==> src/rtl/gwse_pkg.sv <==
// Package of constants and carriers for the wake and management interrupt block
`default_nettype none

package gwse_pkg;

  // ----------------------------------------
  // Configuration indices
  // ----------------------------------------
  localparam logic [7:0] CFG_RUNTIME_BASE  = 8'h30;
  localparam logic [7:0] CFG_POLARITY_ONE  = 8'h32;
  localparam logic [7:0] CFG_PORT3_POL     = 8'h33;
  localparam logic [7:0] CFG_POLARITY_TWO  = 8'h34;
  localparam logic [7:0] CFG_OUTPUT_TYPE   = 8'h39;
  localparam logic [7:0] CFG_PIN_FUNCTION  = 8'h3D;
  localparam logic [7:0] RUNTIME_BASE_MIN  = 8'h10;
  localparam logic [3:0] IO_HIGH_ZERO      = 4'h0;

  // ----------------------------------------
  // Runtime offsets
  // ----------------------------------------
  localparam logic [3:0] RT_WAKE_SUMMARY = 4'h0;
  localparam logic [3:0] RT_WAKE_GLOBAL  = 4'h1;
  localparam logic [3:0] RT_WAKE_STS1    = 4'h2;
  localparam logic [3:0] RT_WAKE_STS2    = 4'h3;
  localparam logic [3:0] RT_WAKE_STS3    = 4'h4;
  localparam logic [3:0] RT_WAKE_EN1     = 4'h5;
  localparam logic [3:0] RT_WAKE_EN2     = 4'h6;
  localparam logic [3:0] RT_WAKE_EN3     = 4'h7;
  localparam logic [3:0] RT_MGMT_STS1    = 4'h8;
  localparam logic [3:0] RT_MGMT_STS2    = 4'h9;
  localparam logic [3:0] RT_MGMT_EN1     = 4'hA;
  localparam logic [3:0] RT_MGMT_EN2     = 4'hB;

  // ----------------------------------------
  // Field positions and reset values
  // ----------------------------------------
  localparam int SMI_OUT_POL_BIT   = 2;
  localparam int SMI_OUT_TYPE_BIT  = 2;
  localparam int WAKE_OUT_POL_BIT  = 5;
  localparam int WAKE_OUT_TYPE_BIT = 7;
  localparam int SMI_PIN_SEL_BIT   = 0;
  localparam int M2_PARALLEL_BIT   = 0;
  localparam int M2_SERIAL_B_BIT   = 1;
  localparam int M2_SERIAL_A_BIT   = 2;
  localparam int M2_FLOPPY_BIT     = 3;
  localparam int M2_P2PIN3_BIT     = 4;
  localparam int M2_P2PIN4_BIT     = 5;
  localparam int M2_SERIRQ_BIT     = 6;
  localparam int M2_PIN_ROUTE_BIT  = 7;
  localparam logic [7:0] REG_RESET = 8'h00;

  // ----------------------------------------
  // Carriers
  // ----------------------------------------
  typedef struct packed {
    logic        cfg_space;
    logic [15:0] addr;
    logic [7:0]  wdata;
    logic        wr;
    logic        rd;
  } gwse_bus_req_s;

  typedef struct packed {
    logic parallel;
    logic serial_a;
    logic serial_b;
    logic floppy;
  } gwse_periph_irq_s;

endpackage

`default_nettype wire

==> src/rtl/gwse_edge_status.sv <==
// Synchronised edge detector with write-one-to-clear sticky status bits
`timescale 1ns/1ns
`default_nettype none

module gwse_edge_status #(
  parameter int W = 8
) (
  input  wire logic         i_sys_clk,
  input  wire logic         i_reset_n,
  input  wire logic [W-1:0] i_pins,
  input  wire logic [W-1:0] i_invert,
  input  wire logic [W-1:0] i_clear,
  output logic      [W-1:0] o_status
);

  logic [W-1:0] sync1_r;
  logic [W-1:0] sync2_r;
  logic [W-1:0] prev_r;
  logic [2:0]   primed_r;
  logic [W-1:0] level;
  logic [W-1:0] rise;
  logic [W-1:0] status_nxt;

  assign level      = sync2_r ^ i_invert;
  assign rise       = level & ~prev_r & {W{primed_r[2]}};
  assign status_nxt = rise | (o_status & ~i_clear);

  always_ff @(posedge i_sys_clk) begin
    if (!i_reset_n) begin
      sync1_r <= '0;
      sync2_r <= '0;
    end else begin
      sync1_r <= i_pins;
      sync2_r <= sync1_r;
    end
  end

  // Edges count only once the synchroniser and history hold real pin samples
  always_ff @(posedge i_sys_clk) begin
    if (!i_reset_n) begin
      prev_r   <= '0;
      primed_r <= 3'h0;
    end else begin
      prev_r   <= level;
      primed_r <= {primed_r[1:0], 1'b1};
    end
  end

  always_ff @(posedge i_sys_clk) begin
    if (!i_reset_n) begin
      o_status <= '0;
    end else begin
      o_status <= status_nxt;
    end
  end

endmodule // gwse_edge_status

`default_nettype wire

==> src/rtl/gwse_events.sv <==
// Wake and system management event collector with output pins and registers
//
// The implementer's own choices: the address map and the strobed register port.
`timescale 1ns/1ns
`default_nettype none

// Function
// - Each wake pin has its own status and enable bit in sets 1 to 3.
// - Port-1 pins and port-2 pins 3, 4 alone carry management status and enable.
// - Port-4 pins raise neither wake nor management events.
// - Group management irq ORs enabled peripheral and enabled pin events.
// - Management output polarity from bit 2 of polarity config one, default low.
// - Management output is open-drain or push-pull per output type config.
// - Group irq reaches the management pin only with enable set 2 bit 7.
// - Enable set 2 bit 6 places group irq in the serial IRQ2 slot.
// - Pin management status sets on the polarity-selected edge, write one clears.
// - Each pin event's management irq is latched status AND enable.
// - Peripheral status is live, ANDed with enable, not cleared by writes.
// - Wake events come from ring indicator falling edges and wake pin edges.
// - Wake output polarity from bit 5 of polarity config two, default low.
// - Wake output drive type from bit 7 of output type config.
// - Wake output asserts only with global wake enable set.
// - Summary wake status sets on any enabled source regardless of global enable.
// - Summary stays set while enabled sources pend; write one clears source bits.
// - Pin wake status sets on the polarity-selected edge.
// - Runtime registers decode at the block base held in config 0x30.
// - Writing one to summary status clears it when no enabled source pends, and deasserts wake output.
module gwse_events (
  input  wire logic                      i_sys_clk,
  input  wire logic                      i_reset_n,
  input  wire gwse_pkg::gwse_bus_req_s    i_bus,
  output logic                     [7:0] o_bus_rdata,
  input  wire logic                [7:0] i_port1_pins,
  input  wire logic                [4:0] i_port2_low_pins,
  input  wire logic                [7:0] i_port3_pins,
  input  wire logic                      i_ring_indicator_a_n,
  input  wire logic                      i_ring_indicator_b_n,
  input  wire gwse_pkg::gwse_periph_irq_s i_periph_irq,
  output logic                           o_sysmgmt_irq_out,
  output logic                           o_sysmgmt_irq_oe_n,
  output logic                           o_wake_event_out,
  output logic                           o_wake_event_oe_n,
  output logic                           o_serirq_irq2
);

  // ----------------------------------------
  // Decode helpers
  // ----------------------------------------
  function automatic logic cfg_hit(
    input gwse_pkg::gwse_bus_req_s req,
    input logic [7:0]              idx
  );
    cfg_hit = req.cfg_space && (req.addr[15:8] == 8'h00) && (req.addr[7:0] == idx);
  endfunction

  function automatic logic rt_hit(
    input gwse_pkg::gwse_bus_req_s req,
    input logic [7:0]              base
  );
    rt_hit = !req.cfg_space
             && (req.addr[15:12] == gwse_pkg::IO_HIGH_ZERO)
             && (base >= gwse_pkg::RUNTIME_BASE_MIN)
             && (req.addr[11:4] == base);
  endfunction

  // ----------------------------------------
  // Storage
  // ----------------------------------------
  logic [7:0] runtime_base_r;
  logic [7:0] polarity_config_one_r;
  logic [7:0] port3_polarity_r;
  logic [7:0] polarity_config_two_r;
  logic [7:0] output_type_config_r;
  logic [7:0] pin_function_r;
  logic       wake_summary_status_r;
  logic       global_wake_enable_r;
  logic [7:0] wake_enable_set1_r;
  logic [6:0] wake_enable_set2_r;
  logic [7:0] wake_enable_set3_r;
  logic [7:0] mgmt_irq_enable_set1_r;
  logic [7:0] mgmt_irq_enable_set2_r;
  logic [7:0] rdata_nxt;
  logic [7:0] rt_rdata;
  logic [7:0] cfg_rdata;

  logic [7:0] wake_status_set1;
  logic [6:0] wake_status_set2;
  logic [7:0] wake_status_set3;
  logic [7:0] mgmt_irq_status_set1;
  logic [1:0] mgmt_pin_status;
  logic [7:0] mgmt_irq_status_set2;

  logic       rt_sel;
  logic       rt_wr;
  logic [3:0] rt_off;
  logic       wake_fire;
  logic       group_sysmgmt_irq;
  logic       smi_pin_selected;

  assign rt_sel = rt_hit(i_bus, runtime_base_r);
  assign rt_wr  = i_bus.wr && rt_sel;
  assign rt_off = i_bus.addr[3:0];

  // ----------------------------------------
  // Configuration registers
  // ----------------------------------------
  always_ff @(posedge i_sys_clk) begin
    if (!i_reset_n) begin
      runtime_base_r <= gwse_pkg::REG_RESET;
    end else if (i_bus.wr && cfg_hit(i_bus, gwse_pkg::CFG_RUNTIME_BASE)) begin
      runtime_base_r <= i_bus.wdata;
    end
  end

  always_ff @(posedge i_sys_clk) begin
    if (!i_reset_n) begin
      polarity_config_one_r <= gwse_pkg::REG_RESET;
      port3_polarity_r      <= gwse_pkg::REG_RESET;
      polarity_config_two_r <= gwse_pkg::REG_RESET;
    end else if (i_bus.wr) begin
      if (cfg_hit(i_bus, gwse_pkg::CFG_POLARITY_ONE)) begin
        polarity_config_one_r <= i_bus.wdata;
      end
      if (cfg_hit(i_bus, gwse_pkg::CFG_PORT3_POL)) begin
        port3_polarity_r <= i_bus.wdata;
      end
      if (cfg_hit(i_bus, gwse_pkg::CFG_POLARITY_TWO)) begin
        polarity_config_two_r <= i_bus.wdata;
      end
    end
  end

  always_ff @(posedge i_sys_clk) begin
    if (!i_reset_n) begin
      output_type_config_r <= gwse_pkg::REG_RESET;
      pin_function_r       <= gwse_pkg::REG_RESET;
    end else if (i_bus.wr) begin
      if (cfg_hit(i_bus, gwse_pkg::CFG_OUTPUT_TYPE)) begin
        output_type_config_r <= i_bus.wdata;
      end
      if (cfg_hit(i_bus, gwse_pkg::CFG_PIN_FUNCTION)) begin
        pin_function_r <= i_bus.wdata;
      end
    end
  end

  // ----------------------------------------
  // Runtime enable registers
  // ----------------------------------------
  always_ff @(posedge i_sys_clk) begin
    if (!i_reset_n) begin
      global_wake_enable_r <= 1'b0;
      wake_enable_set1_r   <= gwse_pkg::REG_RESET;
      wake_enable_set2_r   <= 7'h00;
      wake_enable_set3_r   <= gwse_pkg::REG_RESET;
    end else if (rt_wr) begin
      unique case (rt_off)
        gwse_pkg::RT_WAKE_GLOBAL: global_wake_enable_r <= i_bus.wdata[0];
        gwse_pkg::RT_WAKE_EN1:    wake_enable_set1_r   <= i_bus.wdata;
        gwse_pkg::RT_WAKE_EN2:    wake_enable_set2_r   <= i_bus.wdata[6:0];
        gwse_pkg::RT_WAKE_EN3:    wake_enable_set3_r   <= i_bus.wdata;
        default: begin
        end
      endcase
    end
  end

  always_ff @(posedge i_sys_clk) begin
    if (!i_reset_n) begin
      mgmt_irq_enable_set1_r <= gwse_pkg::REG_RESET;
      mgmt_irq_enable_set2_r <= gwse_pkg::REG_RESET;
    end else if (rt_wr) begin
      if (rt_off == gwse_pkg::RT_MGMT_EN1) begin
        mgmt_irq_enable_set1_r <= i_bus.wdata;
      end
      if (rt_off == gwse_pkg::RT_MGMT_EN2) begin
        mgmt_irq_enable_set2_r <= i_bus.wdata;
      end
    end
  end

  // ----------------------------------------
  // Wake status per source
  // ----------------------------------------
  // Port-4 pins are deliberately not wired to any status set
  gwse_edge_status #(.W(8)) u_wake_set1 (
    .i_sys_clk (i_sys_clk),
    .i_reset_n (i_reset_n),
    .i_pins    (i_port1_pins),
    .i_invert  (polarity_config_one_r),
    .i_clear   ((rt_wr && rt_off == gwse_pkg::RT_WAKE_STS1) ? i_bus.wdata : 8'h00),
    .o_status  (wake_status_set1)
  );

  // Ring indicators are active low, so their falling edge is the event
  gwse_edge_status #(.W(7)) u_wake_set2 (
    .i_sys_clk (i_sys_clk),
    .i_reset_n (i_reset_n),
    .i_pins    ({i_port2_low_pins, i_ring_indicator_b_n, i_ring_indicator_a_n}),
    .i_invert  ({polarity_config_two_r[4:0], 2'b11}),
    .i_clear   ((rt_wr && rt_off == gwse_pkg::RT_WAKE_STS2) ? i_bus.wdata[6:0] : 7'h00),
    .o_status  (wake_status_set2)
  );

  gwse_edge_status #(.W(8)) u_wake_set3 (
    .i_sys_clk (i_sys_clk),
    .i_reset_n (i_reset_n),
    .i_pins    (i_port3_pins),
    .i_invert  (port3_polarity_r),
    .i_clear   ((rt_wr && rt_off == gwse_pkg::RT_WAKE_STS3) ? i_bus.wdata : 8'h00),
    .o_status  (wake_status_set3)
  );

  // ----------------------------------------
  // Management status per pin
  // ----------------------------------------
  gwse_edge_status #(.W(8)) u_mgmt_set1 (
    .i_sys_clk (i_sys_clk),
    .i_reset_n (i_reset_n),
    .i_pins    (i_port1_pins),
    .i_invert  (polarity_config_one_r),
    .i_clear   ((rt_wr && rt_off == gwse_pkg::RT_MGMT_STS1) ? i_bus.wdata : 8'h00),
    .o_status  (mgmt_irq_status_set1)
  );

  gwse_edge_status #(.W(2)) u_mgmt_set2 (
    .i_sys_clk (i_sys_clk),
    .i_reset_n (i_reset_n),
    .i_pins    (i_port2_low_pins[4:3]),
    .i_invert  (polarity_config_two_r[4:3]),
    .i_clear   ((rt_wr && rt_off == gwse_pkg::RT_MGMT_STS2) ?
                {i_bus.wdata[gwse_pkg::M2_P2PIN4_BIT], i_bus.wdata[gwse_pkg::M2_P2PIN3_BIT]} : 2'b00),
    .o_status  (mgmt_pin_status)
  );

  // Peripheral bits are live; writes never touch them
  always_comb begin
    mgmt_irq_status_set2                           = 8'h00;
    mgmt_irq_status_set2[gwse_pkg::M2_PARALLEL_BIT] = i_periph_irq.parallel;
    mgmt_irq_status_set2[gwse_pkg::M2_SERIAL_B_BIT] = i_periph_irq.serial_b;
    mgmt_irq_status_set2[gwse_pkg::M2_SERIAL_A_BIT] = i_periph_irq.serial_a;
    mgmt_irq_status_set2[gwse_pkg::M2_FLOPPY_BIT]   = i_periph_irq.floppy;
    mgmt_irq_status_set2[gwse_pkg::M2_P2PIN3_BIT]   = mgmt_pin_status[0];
    mgmt_irq_status_set2[gwse_pkg::M2_P2PIN4_BIT]   = mgmt_pin_status[1];
  end

  // ----------------------------------------
  // Event combining
  // ----------------------------------------
  assign wake_fire = |(wake_status_set1 & wake_enable_set1_r)
                   | |(wake_status_set2 & wake_enable_set2_r)
                   | |(wake_status_set3 & wake_enable_set3_r);

  assign group_sysmgmt_irq = |(mgmt_irq_status_set1 & mgmt_irq_enable_set1_r)
                           | |(mgmt_irq_status_set2[5:0] & mgmt_irq_enable_set2_r[5:0]);

  assign smi_pin_selected = pin_function_r[gwse_pkg::SMI_PIN_SEL_BIT];

  // Set wins over a clearing write; pending sources hold the summary
  always_ff @(posedge i_sys_clk) begin
    if (!i_reset_n) begin
      wake_summary_status_r <= 1'b0;
    end else if (wake_fire) begin
      wake_summary_status_r <= 1'b1;
    end else if (rt_wr && rt_off == gwse_pkg::RT_WAKE_SUMMARY && i_bus.wdata[0]) begin
      wake_summary_status_r <= 1'b0;
    end
  end

  always_ff @(posedge i_sys_clk) begin
    if (!i_reset_n) begin
      o_serirq_irq2 <= 1'b0;
    end else begin
      o_serirq_irq2 <= group_sysmgmt_irq && mgmt_irq_enable_set2_r[gwse_pkg::M2_SERIRQ_BIT];
    end
  end

  // ----------------------------------------
  // Output pins
  // ----------------------------------------
  gwse_pin_drive u_smi_pin (
    .i_sys_clk     (i_sys_clk),
    .i_reset_n     (i_reset_n),
    .i_enable      (smi_pin_selected),
    .i_active      (group_sysmgmt_irq && mgmt_irq_enable_set2_r[gwse_pkg::M2_PIN_ROUTE_BIT]),
    .i_active_high (polarity_config_one_r[gwse_pkg::SMI_OUT_POL_BIT]),
    .i_push_pull   (output_type_config_r[gwse_pkg::SMI_OUT_TYPE_BIT]),
    .o_pin_out     (o_sysmgmt_irq_out),
    .o_pin_oe_n    (o_sysmgmt_irq_oe_n)
  );

  gwse_pin_drive u_wake_pin (
    .i_sys_clk     (i_sys_clk),
    .i_reset_n     (i_reset_n),
    .i_enable      (1'b1),
    .i_active      (wake_summary_status_r && global_wake_enable_r),
    .i_active_high (polarity_config_two_r[gwse_pkg::WAKE_OUT_POL_BIT]),
    .i_push_pull   (output_type_config_r[gwse_pkg::WAKE_OUT_TYPE_BIT]),
    .o_pin_out     (o_wake_event_out),
    .o_pin_oe_n    (o_wake_event_oe_n)
  );

  // ----------------------------------------
  // Read path
  // ----------------------------------------
  always_comb begin
    rt_rdata = 8'h00;
    unique case (rt_off)
      gwse_pkg::RT_WAKE_SUMMARY: rt_rdata = {7'h00, wake_summary_status_r};
      gwse_pkg::RT_WAKE_GLOBAL:  rt_rdata = {7'h00, global_wake_enable_r};
      gwse_pkg::RT_WAKE_STS1:    rt_rdata = wake_status_set1;
      gwse_pkg::RT_WAKE_STS2:    rt_rdata = {1'b0, wake_status_set2};
      gwse_pkg::RT_WAKE_STS3:    rt_rdata = wake_status_set3;
      gwse_pkg::RT_WAKE_EN1:     rt_rdata = wake_enable_set1_r;
      gwse_pkg::RT_WAKE_EN2:     rt_rdata = {1'b0, wake_enable_set2_r};
      gwse_pkg::RT_WAKE_EN3:     rt_rdata = wake_enable_set3_r;
      gwse_pkg::RT_MGMT_STS1:    rt_rdata = mgmt_irq_status_set1;
      gwse_pkg::RT_MGMT_STS2:    rt_rdata = mgmt_irq_status_set2;
      gwse_pkg::RT_MGMT_EN1:     rt_rdata = mgmt_irq_enable_set1_r;
      gwse_pkg::RT_MGMT_EN2:     rt_rdata = mgmt_irq_enable_set2_r;
      default:                   rt_rdata = 8'h00;
    endcase
  end

  always_comb begin
    cfg_rdata = 8'h00;
    if (cfg_hit(i_bus, gwse_pkg::CFG_RUNTIME_BASE)) begin
      cfg_rdata = runtime_base_r;
    end else if (cfg_hit(i_bus, gwse_pkg::CFG_POLARITY_ONE)) begin
      cfg_rdata = polarity_config_one_r;
    end else if (cfg_hit(i_bus, gwse_pkg::CFG_PORT3_POL)) begin
      cfg_rdata = port3_polarity_r;
    end else if (cfg_hit(i_bus, gwse_pkg::CFG_POLARITY_TWO)) begin
      cfg_rdata = polarity_config_two_r;
    end else if (cfg_hit(i_bus, gwse_pkg::CFG_OUTPUT_TYPE)) begin
      cfg_rdata = output_type_config_r;
    end else if (cfg_hit(i_bus, gwse_pkg::CFG_PIN_FUNCTION)) begin
      cfg_rdata = pin_function_r;
    end
  end

  // Read data stands only in the cycle after the strobe
  always_comb begin
    rdata_nxt = 8'h00;
    if (i_bus.rd) begin
      rdata_nxt = rt_sel ? rt_rdata : cfg_rdata;
    end
  end

  always_ff @(posedge i_sys_clk) begin
    if (!i_reset_n) begin
      o_bus_rdata <= 8'h00;
    end else begin
      o_bus_rdata <= rdata_nxt;
    end
  end

endmodule // gwse_events

`default_nettype wire

==> src/rtl/gwse_pin_drive.sv <==
// Registered output pin driver with polarity and open-drain or push-pull choice
`timescale 1ns/1ns
`default_nettype none

module gwse_pin_drive (
  input  wire logic i_sys_clk,
  input  wire logic i_reset_n,
  input  wire logic i_enable,
  input  wire logic i_active,
  input  wire logic i_active_high,
  input  wire logic i_push_pull,
  output logic      o_pin_out,
  output logic      o_pin_oe_n
);

  logic level;

  assign level = i_active ? i_active_high : ~i_active_high;

  // Open drain only ever pulls low; a high level releases the pin
  always_ff @(posedge i_sys_clk) begin
    if (!i_reset_n) begin
      o_pin_out  <= 1'b0;
      o_pin_oe_n <= 1'b1;
    end else if (!i_enable) begin
      o_pin_out  <= 1'b0;
      o_pin_oe_n <= 1'b1;
    end else if (i_push_pull) begin
      o_pin_out  <= level;
      o_pin_oe_n <= 1'b0;
    end else begin
      o_pin_out  <= 1'b0;
      o_pin_oe_n <= level;
    end
  end

endmodule // gwse_pin_drive

`default_nettype wire

==> config.mk <==
export PLATFORM = sky130hd
export DESIGN_NAME = gwse_events
export DESIGN_NICKNAME = d
export VERILOG_FILES = /design/src/rtl/gwse_pkg.sv /design/src/rtl/gwse_edge_status.sv /design/src/rtl/gwse_events.sv /design/src/rtl/gwse_pin_drive.sv
export SDC_FILE = /design/constraint.sdc
export NUM_CORES = 1
export LEC_CHECK = 0
export BUFFER_PORTS_ARGS = -buffer_cell sky130_fd_sc_hd__buf_4
export CORE_UTILIZATION = 60
export DETAILED_ROUTE_END_ITERATION = 7
export PLACE_DENSITY = 0.8
export SLEW_MARGIN = 20
export SYNTH_ARGS = -nofsm -noshare
export SYNTH_HDL_FRONTEND = slang
export SYNTH_SLANG_ARGS = --single-unit
==> constraint.sdc <==
create_clock -name i_sys_clk -period 2.6 [get_ports i_sys_clk]
set_input_delay 0 -clock i_sys_clk [delete_from_list [all_inputs] [get_ports i_sys_clk]]
set_output_delay 0 -clock i_sys_clk [all_outputs]
set_load 0.01 [all_outputs]
==> qor.csv <==
metric;value;unit
crit end category;register;
TritonCTS buffer count;21;
first-pass GRT wire length;40800;um
port bufs;68;
Logic pwr share;6.6;%
CTS tree;done;
Max FO, Critical Path;16;
startpoint types;register;
Hold Path Class;input port to register;
Synth top cells by count;dfxtp_1 (207), mux2i_1 (85), nor2b_1 (85);
antenna viol nets, final;0;
syn_area_per_cell;9.78;sq um
top cell type's share of synthesized area;46.4;%
synth warn;0;
cell taking the most area after synthesis;dfxtp_1;
CTS sink count;207;
CP max-delay cell;nor4_4;
post-synthesis cell count;913;
Synth Flop Type;dfxtp_1;
Placed Instance Area;9570;sq um
Slowest Stage Delay on Critical Path;0.58;ns
# rows;44;
cell depth of the worst min-delay path;3;
number of flops mapped to enable cells by yosys;0;
nets@finish;1052;
crit path kind;register to register;
dpl hpwl;18200;um
gp weighted congestion;1.04;
setup_tns;0;ns
RSZ-0062 raised after global routing;no;
vias after detailed routing;7452;
reg2reg start;runtime_base_r[5]$_SDFFE_PN0P_;
number of max-cap violations;0;
synth unique cells;56;
crit share post-route;86.7;%
fillers;1047;
die outline height;124;um
VDD IR max;0.662;mV
status;finished clean;
initial antenna violation count;0;
Tightest Pin Transition;0.728;ns
power per cell area;651;nW/um^2
Critical Path AT;2.60;ns
worst slack at placement;0.326;ns
Synth async-reset ratio;0;%
Slew HR;51.0;%
Setup Fix Bufs, Post-CTS;0;
maximum clock path buffer count;3;
synthesized area;8930;sq um
Clk Tree Root Cell;clkbuf_16;
sw frac;22.0;%
Worst-path clk slew;0.06;ns
setup ws final;0.345;ns
Final setup violation count;0;
drt first-iter violations;900;
Leakage Power;4.65;nW
aggregate global routing overflow;0;
wire per inst;22.6;um
Final Skew;0.0109;ns
H-tree Lvls;1;
Sw Pwr;1.53;mW
clk_lat worst skew;0.51;ns
Max Slew Vio Count;0;
crit-path cells;xor2_1 -> nor3_2 -> nand3_4 -> nor4_4 -> a31oi_1;
layout cells sized above 1;13.7;%
drt total wl;27000;um
GRT Util Overall;36.0;%
largest cells by area after synthesis;dfxtp_1 (46%), mux2i_1 (9.5%), nor2b_1 (6.0%);
vias in the first global route;7072;
R2R Setup Slk;0.35;ns
critical path buffer and inverter count;0;
die width;124;um
IO Count;69;
post-CTS sizing;0;
total power;6.96;mW
Max Clk Rate;0.444;GHz
Clk pwr share;46.7;%
initial core utilization;61.4;%
Yosys reg bits;207;
Worst Path Required;2.95;ns
R2R Path End;u_mgmt_set1.o_status[6]$_SDFF_PN0_;
drt drc;0;
Cell Int Power;5.43;mW
Seq/Total Area, Yosys;46.4;%
CORE AREA;14500;sq um
Area Growth Syn to Fin;19.8;%
antenna cell count;0;
Reg2Reg Depth;5;
most common cell in the synthesized netlist;dfxtp_1;
Hold Crit Endpoint;global_wake_enable_r$_SDFFE_PN0P_;
Hold Fails Final Rpt;0;
largest net degree at the start of global routing;108;
Flop pwr share;46.7;%
Final Critical Period;2.25;ns
Initial DRT Pass Iterations;7;
cell family with most CP delay;simple AND/OR/NAND/NOR gates;
design area;10700;sq um
Die Area;15400;sq um
Hold Path Origin;i_bus[10];
synthesized netlist net count;969;
routed vias/inst;6.24;
## layer usage
metal  up-vias  routed length, um  GRT usage (%)
li1       3417                  -              -
met1      3470              10800           46.2
met2       453              11900           55.8
met3       112               2610           8.20
met4         0               1660           20.1
met5         -                  0              0
## worst min-delay path, stage by stage
cell,delay (ns)
buf_4,0.23
nand4_1,0.17
o31ai_1,0.08
## power groups by stage
stage	clock network, mW	logic [mW]	registers (mW)
floorplan	0	0.235	3.31
detailed placement	0	0.400	3.32
global placement	0	0.398	3.32
global route	3.41	0.485	3.25
CTS	3.28	0.443	3.25
finish	3.25	0.457	3.25
## cell families (layout without fill, tap and decap cells)
kind of cell    count (synthesis)  count (layout)  synth area share, %
compound gates                189             189                 15.9
xor+xnor                       31              31                 3.04
buf+inv                        72             170                 3.06
flops                         207             207                 46.4
mux                            89              89                 10.0
simple gates                  325             325                 21.6
## per-stage QoR
| step | hold slack (ns) | utilization, % | std cells |
|---|---|---|---|
| after CTS | 0.00928 | 73.6 | 1195 |
| after floorplan | 0.0277 | - | 913 |
| final | 0.0326 | 73.6 | 1195 |
| after detailed placement | 0.211 | 65.9 | 1120 |
| after global routing | 0.0587 | 73.6 | 1195 |
| after global placement | 0.207 | 65.9 | 1120 |
## cells in the final DEF, fill, tap and decap left out, types with 7 or more instances in the layout
cell,instances
nor3_1,11
a31oi_1,11
xor2_1,25
nor2_1,24
dlygate4sd3_1,37
nand2_1,64
mux2i_1,85
o21a_1,7
a21oi_1,17
nand3_1,14
nor2b_1,85
o32ai_1,7
nand3b_1,20
o31ai_1,10
o22ai_1,8
clkbuf_16,21
inv_1,10
a22oi_1,24
and2_1,67
o41ai_1,10
dfxtp_1,207
nand2b_1,8
buf_4,84
clkbuf_8,8
a21boi_0,29
o21ai_0,13
o311ai_0,13
## repair_timing
action                     in CTS  in global routing
hold buffers                   37                  0
hold endpoints to repair      134                  0
setup endpoints to repair       0                  0
## worst max-delay path by stage
| stage | start | to | cells after the start |
|---|---|---|---|
| 6_report | runtime_base_r[5]$_SDFFE_PN0P_ | u_mgmt_set1.o_status[6]$_SDFF_PN0_ | 5 |
| 5_1_grt | runtime_base_r[5]$_SDFFE_PN0P_ | u_mgmt_set1.o_status[6]$_SDFF_PN0_ | 5 |
| 4_1_cts | runtime_base_r[5]$_SDFFE_PN0P_ | u_mgmt_set1.o_status[6]$_SDFF_PN0_ | 5 |
| 3_5_place_dp | i_bus[23] | u_mgmt_set1.o_status[1]$_SDFF_PN0_ | 6 |
| 3_3_place_gp | i_bus[23] | u_mgmt_set1.o_status[0]$_SDFF_PN0_ | 6 |
| 2_1_floorplan | runtime_base_r[5]$_SDFFE_PN0P_ | u_wake_set1.o_status[0]$_SDFF_PN0_ | 6 |
## final cells by class
type	count	area, sq um	area share (%)
Timing Repair Buffer	122	1020	9.54
Clock inverter	6	109	1.02
Sequential cell	207	4140	38.7
Multi-Input combinational cell	634	4510	42.2
Clock buffer	32	647	6.05
Tap cell	184	230	2.15
Inverter	10	37.5	0.351
Power figures use the tool's default switching activity.
